## config.mk

```make
export PLATFORM = sky130hd
export DESIGN_NAME = pvpd_access
export DESIGN_NICKNAME = d
export VERILOG_FILES = /design/src/hdl/pvpd_pkg.sv /design/src/hdl/pvpd_access.sv
export SDC_FILE = /design/constraint.sdc
export NUM_CORES = 1
export LEC_CHECK = 0
export ABC_AREA = 1
export BUFFER_PORTS_ARGS = -buffer_cell sky130_fd_sc_hd__buf_2
export CAP_MARGIN = 40
export CELL_PAD_IN_SITES_DETAIL_PLACEMENT = 1
export CELL_PAD_IN_SITES_GLOBAL_PLACEMENT = 2
export CORE_MARGIN = 1
export CORE_UTILIZATION = 26
export DETAILED_ROUTE_END_ITERATION = 10
export GPL_TIMING_DRIVEN = 0
export PLACE_DENSITY_LB_ADDON = 0.15
export SLEW_MARGIN = 20
export SYNTH_ARGS = -nofsm -noshare
export SYNTH_HDL_FRONTEND = slang
export SYNTH_SLANG_ARGS = --single-unit
```

## constraint.sdc

```tcl
create_clock -name mclk -period 5.7 [get_ports mclk]
set_input_delay 0.855 -clock mclk [delete_from_list [all_inputs] [get_ports mclk]]
set_output_delay 0.855 -clock mclk [all_outputs]
set_load 0.005 [all_outputs]
```

## src/hdl/pvpd_pkg.sv

```systemverilog
// Package: offsets, field positions and reset values of the product-data capability.
// Assumes a 32-bit configuration register port on each PCI interface.
package pvpd_pkg;
    localparam logic [7:0] PVPD_CAP_OFFSET = 8'hE8;
    localparam logic [7:0] PVPD_DATA_OFFSET = 8'hEC;
    localparam logic [7:0] PVPD_CAPABILITY_IDENTIFIER = 8'h03;
    localparam logic [7:0] PVPD_NEXT_PTR = 8'h00;
    localparam logic [7:0] PVPD_HS_NEXT_PTR = 8'hE8;
    localparam int PVPD_FLAG_BIT = 31;
    localparam int PVPD_OFS_LSB = 16;
    localparam logic [7:0] PVPD_OFS_RESET = 8'h00;
    localparam logic [31:0] PVPD_WORD_RESET = 32'h0000_0000;
    localparam logic [7:0] PVPD_SHARED_BASE = 8'h40;
    localparam logic [7:0] PVPD_RO_LIMIT = 8'h40;
    localparam logic [7:0] PVPD_SHARED_TOP = 8'hC0;
    localparam logic [1:0] PVPD_LAST_BYTE = 2'h3;
    localparam logic [1:0] PVPD_FIRST_BYTE = 2'h0;
    typedef enum logic [2:0] {PV_IDLE, PV_RD_REQ, PV_RD_WAIT, PV_WR_REQ, PV_WR_WAIT} pvpd_state_e;
endpackage

```

## src/hdl/pvpd_access.sv

```systemverilog
// Product-data capability and data register of the primary PCI port, moving words to and from a serial EEPROM.
// Assumes synchronous config-register strobes and a byte-wide EEPROM engine with req/done handshake.
`timescale 1ns/1ps
module pvpd_access
    import pvpd_pkg::*;
(
    input wire logic mclk,
    input wire logic rst_n,
    input wire logic priWrEn,
    input wire logic priRdEn,
    input wire logic [7:0] priAddr,
    input wire logic [31:0] priWrData,
    output logic [31:0] priRdData,
    input wire logic secRdEn,
    input wire logic [7:0] secAddr,
    output logic [31:0] secRdData,
    input wire logic productInfoEnable,
    input wire logic eepromDetected,
    input wire logic sharedEeprom,
    output logic [7:0] hotSwapNextPtr,
    output logic eeReq,
    output logic eeWrite,
    output logic [7:0] eeAddr,
    output logic [7:0] eeWrData,
    input wire logic eeDone,
    input wire logic [7:0] eeRdData
);
    // ------------------------------------------------------------
    // Decode and enables
    // ------------------------------------------------------------
    function automatic logic hitReg(input logic en, input logic [7:0] a, input logic [7:0] ofs);
        return en && (a == ofs);
    endfunction

    pvpd_state_e state_ff, nxt_state;
    logic flag_ff, nxt_flag;
    logic [7:0] ofs_ff, nxt_ofs;
    logic [31:0] word_ff, nxt_word;
    logic [1:0] byteIdx_ff, nxt_byteIdx;
    logic accessOn;
    logic capWr;
    logic dataWr;
    logic [7:0] xlatBase;
    logic wrAllowed;
    logic [8:0] lastOfs;

    assign hotSwapNextPtr = (productInfoEnable && eepromDetected) ? PVPD_HS_NEXT_PTR : 8'h00;
    assign accessOn = productInfoEnable && (hotSwapNextPtr != 8'h00);
    assign capWr = hitReg(priWrEn, priAddr, PVPD_CAP_OFFSET) && accessOn;
    assign dataWr = hitReg(priWrEn, priAddr, PVPD_DATA_OFFSET) && accessOn;
    assign xlatBase = sharedEeprom ? 8'(ofs_ff + PVPD_SHARED_BASE) : ofs_ff;
    // Last byte of the word, one bit wider so a wrap past the top shows up
    assign lastOfs = {1'b0, ofs_ff} + {7'h00, PVPD_LAST_BYTE};
    // Whole word must sit in the writable area; a wrap would reach read-only bytes
    assign wrAllowed = (ofs_ff >= PVPD_RO_LIMIT) && !lastOfs[8]
        && !(sharedEeprom && lastOfs[7:0] >= PVPD_SHARED_TOP);

    // A refused write never reaches the EEPROM engine
    assign eeReq = (state_ff == PV_RD_REQ) || (state_ff == PV_WR_REQ && wrAllowed);
    assign eeWrite = (state_ff == PV_WR_REQ);
    assign eeAddr = 8'(xlatBase + {6'h00, byteIdx_ff});
    assign eeWrData = word_ff[byteIdx_ff*8 +: 8];
    assign secRdData = (secRdEn && secAddr == 8'h00) ? 32'h0000_0000 : 32'h0000_0000;

    // ------------------------------------------------------------
    // Read-back
    // ------------------------------------------------------------
    function automatic logic [31:0] rdMux(input logic [7:0] a);
        logic [31:0] v;
        v = 32'h0000_0000;
        if (a == PVPD_CAP_OFFSET) begin
            v = {flag_ff, 7'h00, ofs_ff, PVPD_NEXT_PTR, PVPD_CAPABILITY_IDENTIFIER};
        end else if (a == PVPD_DATA_OFFSET && accessOn) begin
            v = word_ff;
        end
        return v;
    endfunction

    // Read data is driven only while the read strobe is up
    always_comb begin
        priRdData = priRdEn ? rdMux(priAddr) : 32'h0000_0000;
    end

    // ------------------------------------------------------------
    // Transfer sequencer
    // ------------------------------------------------------------
    always_comb begin
        nxt_state = state_ff;
        nxt_flag = flag_ff;
        nxt_ofs = ofs_ff;
        nxt_word = word_ff;
        nxt_byteIdx = byteIdx_ff;
        if (dataWr && state_ff == PV_IDLE) begin
            nxt_word = priWrData;
        end
        case (state_ff)
            PV_IDLE: begin
                if (capWr) begin
                    nxt_ofs = priWrData[PVPD_OFS_LSB +: 8];
                    nxt_flag = priWrData[PVPD_FLAG_BIT];
                    nxt_byteIdx = PVPD_FIRST_BYTE;
                    nxt_state = priWrData[PVPD_FLAG_BIT] ? PV_WR_REQ : PV_RD_REQ;
                end
            end
            PV_RD_REQ: nxt_state = PV_RD_WAIT;
            PV_RD_WAIT: begin
                if (eeDone) begin
                    nxt_word[byteIdx_ff*8 +: 8] = eeRdData;
                    nxt_byteIdx = 2'(byteIdx_ff + 2'h1);
                    if (byteIdx_ff == PVPD_LAST_BYTE) begin
                        nxt_flag = 1'b1;
                        nxt_state = PV_IDLE;
                    end else begin
                        nxt_state = PV_RD_REQ;
                    end
                end
            end
            PV_WR_REQ: begin
                if (!wrAllowed) begin
                    nxt_flag = 1'b0;
                    nxt_state = PV_IDLE;
                end else begin
                    nxt_state = PV_WR_WAIT;
                end
            end
            PV_WR_WAIT: begin
                if (eeDone) begin
                    nxt_byteIdx = 2'(byteIdx_ff + 2'h1);
                    if (byteIdx_ff == PVPD_LAST_BYTE) begin
                        nxt_flag = 1'b0;
                        nxt_state = PV_IDLE;
                    end else begin
                        nxt_state = PV_WR_REQ;
                    end
                end
            end
            default: nxt_state = PV_IDLE;
        endcase
    end

    always_ff @(posedge mclk) begin
        if (!rst_n) begin
            state_ff <= PV_IDLE;
            flag_ff <= 1'b0;
            ofs_ff <= PVPD_OFS_RESET;
            word_ff <= PVPD_WORD_RESET;
            byteIdx_ff <= PVPD_FIRST_BYTE;
        end else begin
            state_ff <= nxt_state;
            flag_ff <= nxt_flag;
            ofs_ff <= nxt_ofs;
            word_ff <= nxt_word;
            byteIdx_ff <= nxt_byteIdx;
        end
    end
endmodule

```

======== After elaboration in Yosys (flattened, before gate mapping) ========
Cells that the tools add are included.
word-level totals
  word-level logic and storage cells ...... 80
  bits in registers ....................... 46
  output and inout port bits .............. 90
  input port bits ......................... 65
operators by class
  shift operators ......................... 3
  order comparisons ....................... 2
  reductions and logical operators ........ 24
  equality and inequality tests ........... 14
  muxes and demuxes ....................... 27
  $add $sub $neg .......................... 5
operator list
  kind                                                                                  count
  32-bit two-way mux                                                                    6
  5-bit negator with 34-bit output                                                      1
  8-bit by 34-bit variable shift with 32-bit output (first input constant)              1
  8-bit by 34-bit variable part select with 32-bit output                               1
  32-bit bitwise mux                                                                    1
  32-bit by 6-bit variable part select with 8-bit output                                1
  8-bit equality test (second input constant)                                           2
  8-bit two-way mux                                                                     2
  3-bit one-hot mux with 5 select lines                                                 1
  1-bit logical AND                                                                     12
  3-bit two-way mux                                                                     4
  2-bit != test (second input constant)                                                 6
  8-bit by 2-bit adder with 9-bit output (second input constant)                        1
  8-bit by 2-bit adder with 8-bit output                                                1
  8-bit by 7-bit adder with 8-bit output (second input constant)                        1
  8-bit by 7-bit greater-or-equal comparator with 1-bit output (second input constant)  1
  8-bit greater-or-equal comparator (second input constant)                             1
  2-bit two-way mux                                                                     4
  8-bit nonzero test                                                                    1
  1-bit two-way mux                                                                     7
  7-bit AND reduction                                                                   1
  3-bit by 2-bit equality test with 1-bit output (second input constant)                2
  3-bit AND reduction                                                                   2
  1-bit one-hot mux with 4 select lines                                                 1
  13 further kinds                                                                      14

======== Longest topological paths before layout ========
  depth after elaboration ................. 10
  mapped depth ............................ 11
  mapped depth without buffers ............ 11

======== Worst setup path before layout ========
OpenSTA, ideal clock, no wires.
  kind .................................... in2out
  from .................................... in productInfoEnable
  to ...................................... out priRdData[16]
  arrival time ............................ 1.789 ns
  path slack .............................. 3.056 ns
  data required time ...................... 4.845 ns
  stages on the path ...................... 7
  buffers on the path ..................... 1
  cell sequence ........................... nand2_1 > nor3_1 > nand2_1 > clkinv_1 > clkbuf_1 > nand2_1 > a21oi_1
between the ends
  cells in the longest elaborated chain, start to end .. 8
RTL lines
  what                  RTL line           RTL
  from (decl)           pvpd_access.sv:17  input wire logic productInfoEnable,
  1-bit logical AND     pvpd_access.sv:47  assign hotSwapNextPtr = (productInfoEnable && eepromDetected) ? PVPD_HS_NEXT_PTR : 8'h00;
  8-bit two-way mux     pvpd_access.sv:47
  8-bit nonzero test    pvpd_access.sv:48  assign accessOn = productInfoEnable && (hotSwapNextPtr != 8'h00);
  1-bit logical AND *   pvpd_access.sv:48
  1-bit logical AND *   pvpd_access.sv:73  end else if (a == PVPD_DATA_OFFSET && accessOn) begin
  32-bit two-way mux *  pvpd_access.sv:73
  32-bit two-way mux *  pvpd_access.sv:71  if (a == PVPD_CAP_OFFSET) begin
  32-bit two-way mux *  pvpd_access.sv:81  priRdData = priRdEn ? rdMux(priAddr) : 32'h0000_0000;
  to (decl)             pvpd_access.sv:13  output logic [31:0] priRdData,
Mark *: on every way between the ends. The rest lies on a longest branch, timed or not.

======== Worst setup path in the final report ========
  from .................................... reg byteIdx_ff[1]
  to ...................................... out eeAddr[6]
between the ends
  cells in the longest elaborated chain, start to end .. 1
RTL lines
  what                                    RTL line            RTL
  from (decl)                             pvpd_access.sv:39   logic [1:0] byteIdx_ff, nxt_byteIdx;
  from (signal assigned)                  pvpd_access.sv:153  byteIdx_ff <= nxt_byteIdx;
  8-bit by 2-bit adder with 8-bit output  pvpd_access.sv:61   assign eeAddr = 8'(xlatBase + {6'h00, byteIdx_ff});
  to (decl)                               pvpd_access.sv:23   output logic [7:0] eeAddr,
Every way passes these cells.

==> Implementation_results.wiki <==
{| class="wikitable"
! Metric !! Value
|-
| Antenna-violating nets left || 0
|-
| Sum of net half-perimeters after detailed placement || 11,800 um
|-
| Data arrival time of the worst path || 2.59 ns
|-
| Library cell contributing the largest single delay on the critical path || dfxtp_1
|-
| Number of standard cells after synthesis || 588
|-
| Global-route total usage across every layer || 0.199
|-
| Worst slew margin || 0.507
|-
| Post-CTS Setup Inserts || 0
|-
| Maximum frequency from static timing analysis || 0.290 GHz
|-
| Detailed-route via count || 4,211
|-
| Critical path cell sequence || inv_1 > buf_1 > fa_1 > nor2_1 > nand3_1 > xor2_1 > buf_2
|-
| Accumulated negative setup slack || 0 ns
|-
| CP endpoint kind || primary output
|-
| Nets || 814
|-
| Setup Viol. Count Final || 0
|-
| Worst hold path type || reg2reg
|-
| Run status || finished clean
|-
| VDD IR max || 0.000104 V
|-
| Final instance area || ~4700 um^2
|-
| Average routed wire per standard cell || 15.7 um
|-
| Initial cell density of the core || 0.272
|-
| Ports || 155
|-
| Number of distinct standard cells referenced by the synthesized netlist || 33
|-
| Cell Rows || 42
|-
| Total power || 810 uW
|-
| Layout cells sized above 1 || 0.237
|-
| Final-report max-slew violation count || 0
|-
| Final setup slack of the worst path || 2.25 ns
|-
| Clock transition time at the flip-flop clock pins of the worst setup and hold paths || 0.07 ns
|-
| Maximum number of pins on one net before global-route repair || 16
|-
| Number of violations of the max-capacitance limit || 0
|-
| Final worst path period share || 0.605
|-
| Warning count from the yosys run || 0
|-
| H-tree lvl count || 2
|-
| Area of the core || 13,500 um^2
|-
| Number of global-route vias before repair || around 4.3k
|-
| Worst reg-to-reg path cell count || 9
|-
| Die boundary height || 121 um
|-
| Detail-routed via count per cell || 4.60
|-
| Synthesis-to-layout area growth || 29.1%
|-
| Destination of the worst register-to-register timing path || word_ff[4]$_SDFF_PN0_
|-
| Count of cells along the worst hold path || 4
|-
| Post-place instance area || about 4500 um^2
|-
| Final core utilization || 0.351
|-
| Max incr delay on CP || 0.56 ns
|-
| Number of diodes added for antenna fixing || 0
|-
| Number of flip-flops and latches in the synthesized netlist || 46
|-
| Hold path start || flag_ff$_SDFFE_PN0P_
|-
| Number of hold violations in the final report || 0
|-
| Netlist area before placement || 3660 um^2
|-
| Dpl cells || 907
|-
| Remaining global-route overflow || 0
|-
| Pin slew with the least headroom to its limit || 0.739 ns
|-
| Post-place setup slack || between 2 and 2.5 ns
|-
| TritonCTS clock tree || done
|-
| Final worst hold slack || around 0.53 ns
|-
| First-pass iteration count of the detailed router || 4
|-
| Avg Inst Size Synth || slightly above 6 um^2
|-
| Width of the die || ~120 um
|-
| Slack of the worst reg-to-reg path || 2.84 ns
|-
| PortBufs || 108
|-
| Initial antenna violation count || 0
|-
| Weighted congestion at the end of routability-driven global placement || 0.825
|-
| Hold buffers post-CTS || 0
|-
| Post-route minimum period || 3.45 ns
|-
| WS Path Type || reg2out
|-
| Clock sink count || 46
|-
| Post-Layout Cell Count || approximately 920
|-
| Post-detailed-route DRC marker count || 0
|-
| Wire length of the first global-routing pass || roughly 22,000 um
|-
| Cts bufs inserted || 5
|-
| Critical Path Start Type || flop
|-
| Clock Latency Late Sink || ~0.30 ns
|-
| Worst EP required || roughly 4.9 ns
|-
| Overall routed net length || 14,400 um
|-
| FF-to-FF Start || byteIdx_ff[1]$_SDFFE_PN0P_
|-
| Share of the yosys chip area belonging to registers || 0.252
|-
| Clock tree root driver cell || clkbuf_16
|-
| RSZ-0062 raised after global routing || no
|-
| Violation count after the first detailed-route iteration || 266
|-
| Die footprint || 14,500 um^2
|-
| Total power divided by cell area || ~170 nW/um^2
|-
| Static power due to leakage || 2.46 nW
|-
| Worst-case clock skew || between 0.004 and 0.005 ns
|-
| Largest fanout on the critical path || 13
|-
| Gates resized, CTS repair || 0
|-
| Destination of the worst hold path || flag_ff$_SDFFE_PN0P_
|-
| Largest buffer count on any clock path || 2
|}
cell usage after synthesis:
cell,n,area (um^2)
or2_2,1,6.26
nand3b_1,16,120
xor2_1,5,43.8
nand2_1,113,424
a211oi_1,1,7.51
buf_1,3,11.3
nor4_1,1,6.26
ha_1,10,125
nand2_2,4,25.0
fa_1,1,20.0
o22ai_1,1,6.26
clkbuf_8,1,13.8
inv_1,75,282
nand2_4,1,11.3
nor3_1,17,85.1
dfxtp_1,46,921
buf_2,6,30.0
buf_4,39,293
nand3_1,73,365
xnor2_1,2,17.5
nor2_2,2,12.5
nand4_1,9,56.3
a31oi_1,1,6.26
a21oi_1,78,390
dlygate4sd1_1,1,8.76
clkbuf_1,16,60.1
inv_2,2,7.51
o21ai_0,29,145
conb_1,1,3.75
nor3_4,1,16.3
clkinv_1,2,7.51
nor2_1,28,105
nor2_4,2,22.5
critical path, delay by kind of cell, from the launching register on:
family,cells,cell delay (ns)
buf+inv,3,0.71
flops,1,0.56
simple gates,2,0.30
xor+xnor,1,0.16
fa+ha+maj,1,0.56
state kept, by name, indices dropped and copies added (netlist names):
signal / cells
byteIdx_ff: 2
flag_ff: 1
ofs_ff: 8
state_ff: 3
word_ff: 32
cell type report:
type / count / area (um^2)
fillers: 1851 / 8730
multi-input cells: 432 / 2150
flip-flops and latches: 46 / 921
repair buffers: 108 / 541
plain buffers: 66 / 417
inverters: 79 / 297
well taps: 176 / 220
clock buffers: 5 / 125
clock inverters: 3 / 45.0
cell usage in the layout (no fill, tap or decap):
master,Yosys,layout
clkbuf_1,16,16
buf_1,3,3
buf_4,39,39
a211oi_1,1,1
nand2_2,4,4
xor2_1,5,5
fa_1,1,1
dfxtp_1,46,46
clkinv_1,2,2
conb_1,1,36
inv_1,75,75
xnor2_1,2,2
a21oi_1,78,78
inv_2,2,2
nor4_1,1,1
nor3_1,17,17
o21ai_0,29,29
nor2_4,2,2
nor3_4,1,1
clkinvlp_4,0,2
nand2_4,1,1
nor2_2,2,2
bufinv_16,0,1
clkbuf_16,0,5
o22ai_1,1,1
buf_2,6,114
dlygate4sd1_1,1,1
nand3b_1,16,16
nand4_1,9,9
clkbuf_8,1,1
nor2_1,28,28
nand2_1,113,113
a31oi_1,1,1
ha_1,10,10
nand3_1,73,73
or2_2,1,1
worst max-delay path by stage:
stage | startpoint | end | slack, ns | depth (start not counted)
after floorplan | productInfoEnable | priRdData[16] | 3.06 | 7
after global placement | productInfoEnable | priRdData[29] | 2.37 | 9
after detailed placement | productInfoEnable | priRdData[27] | 2.35 | 9
after CTS | byteIdx_ff[1]$_SDFFE_PN0P_ | eeAddr[6] | 2.25 | 7
after global routing | byteIdx_ff[1]$_SDFFE_PN0P_ | eeAddr[6] | 2.11 | 7
final | byteIdx_ff[1]$_SDFFE_PN0P_ | eeAddr[6] | 2.25 | 7
cells by family (layout without fill, tap and decap cells):
group	Yosys count	in the layout	synth area share
AND/OR/NAND/NOR	268	268	0.344
buffers and inverters	145	261	0.195
AO/OA/AOI/OAI	110	110	0.152
flip-flops	46	46	0.252
adder cells (fa/ha/maj)	11	11	0.0397
XOR/XNOR	7	7	0.0168
other	1	36	0.00103
routing by layer:
layer,global-route usage,wire (um),up-vias
li1,-,-,2137
met1,0.255,6460,1944
met2,0.352,6900,122
met3,0.0259,868,8
met4,0.0463,172,0
met5,0,0,-
where the power goes:
group	switching (mW)	internal, mW	leakage (nW)	total, mW
combinational	0.0716	0.0548	2.01	0.126
clock	0.145	0.207	0.0760	0.352
sequential	0.00535	0.326	0.371	0.331
No activity file was read; power rests on OpenSTA's default activity.
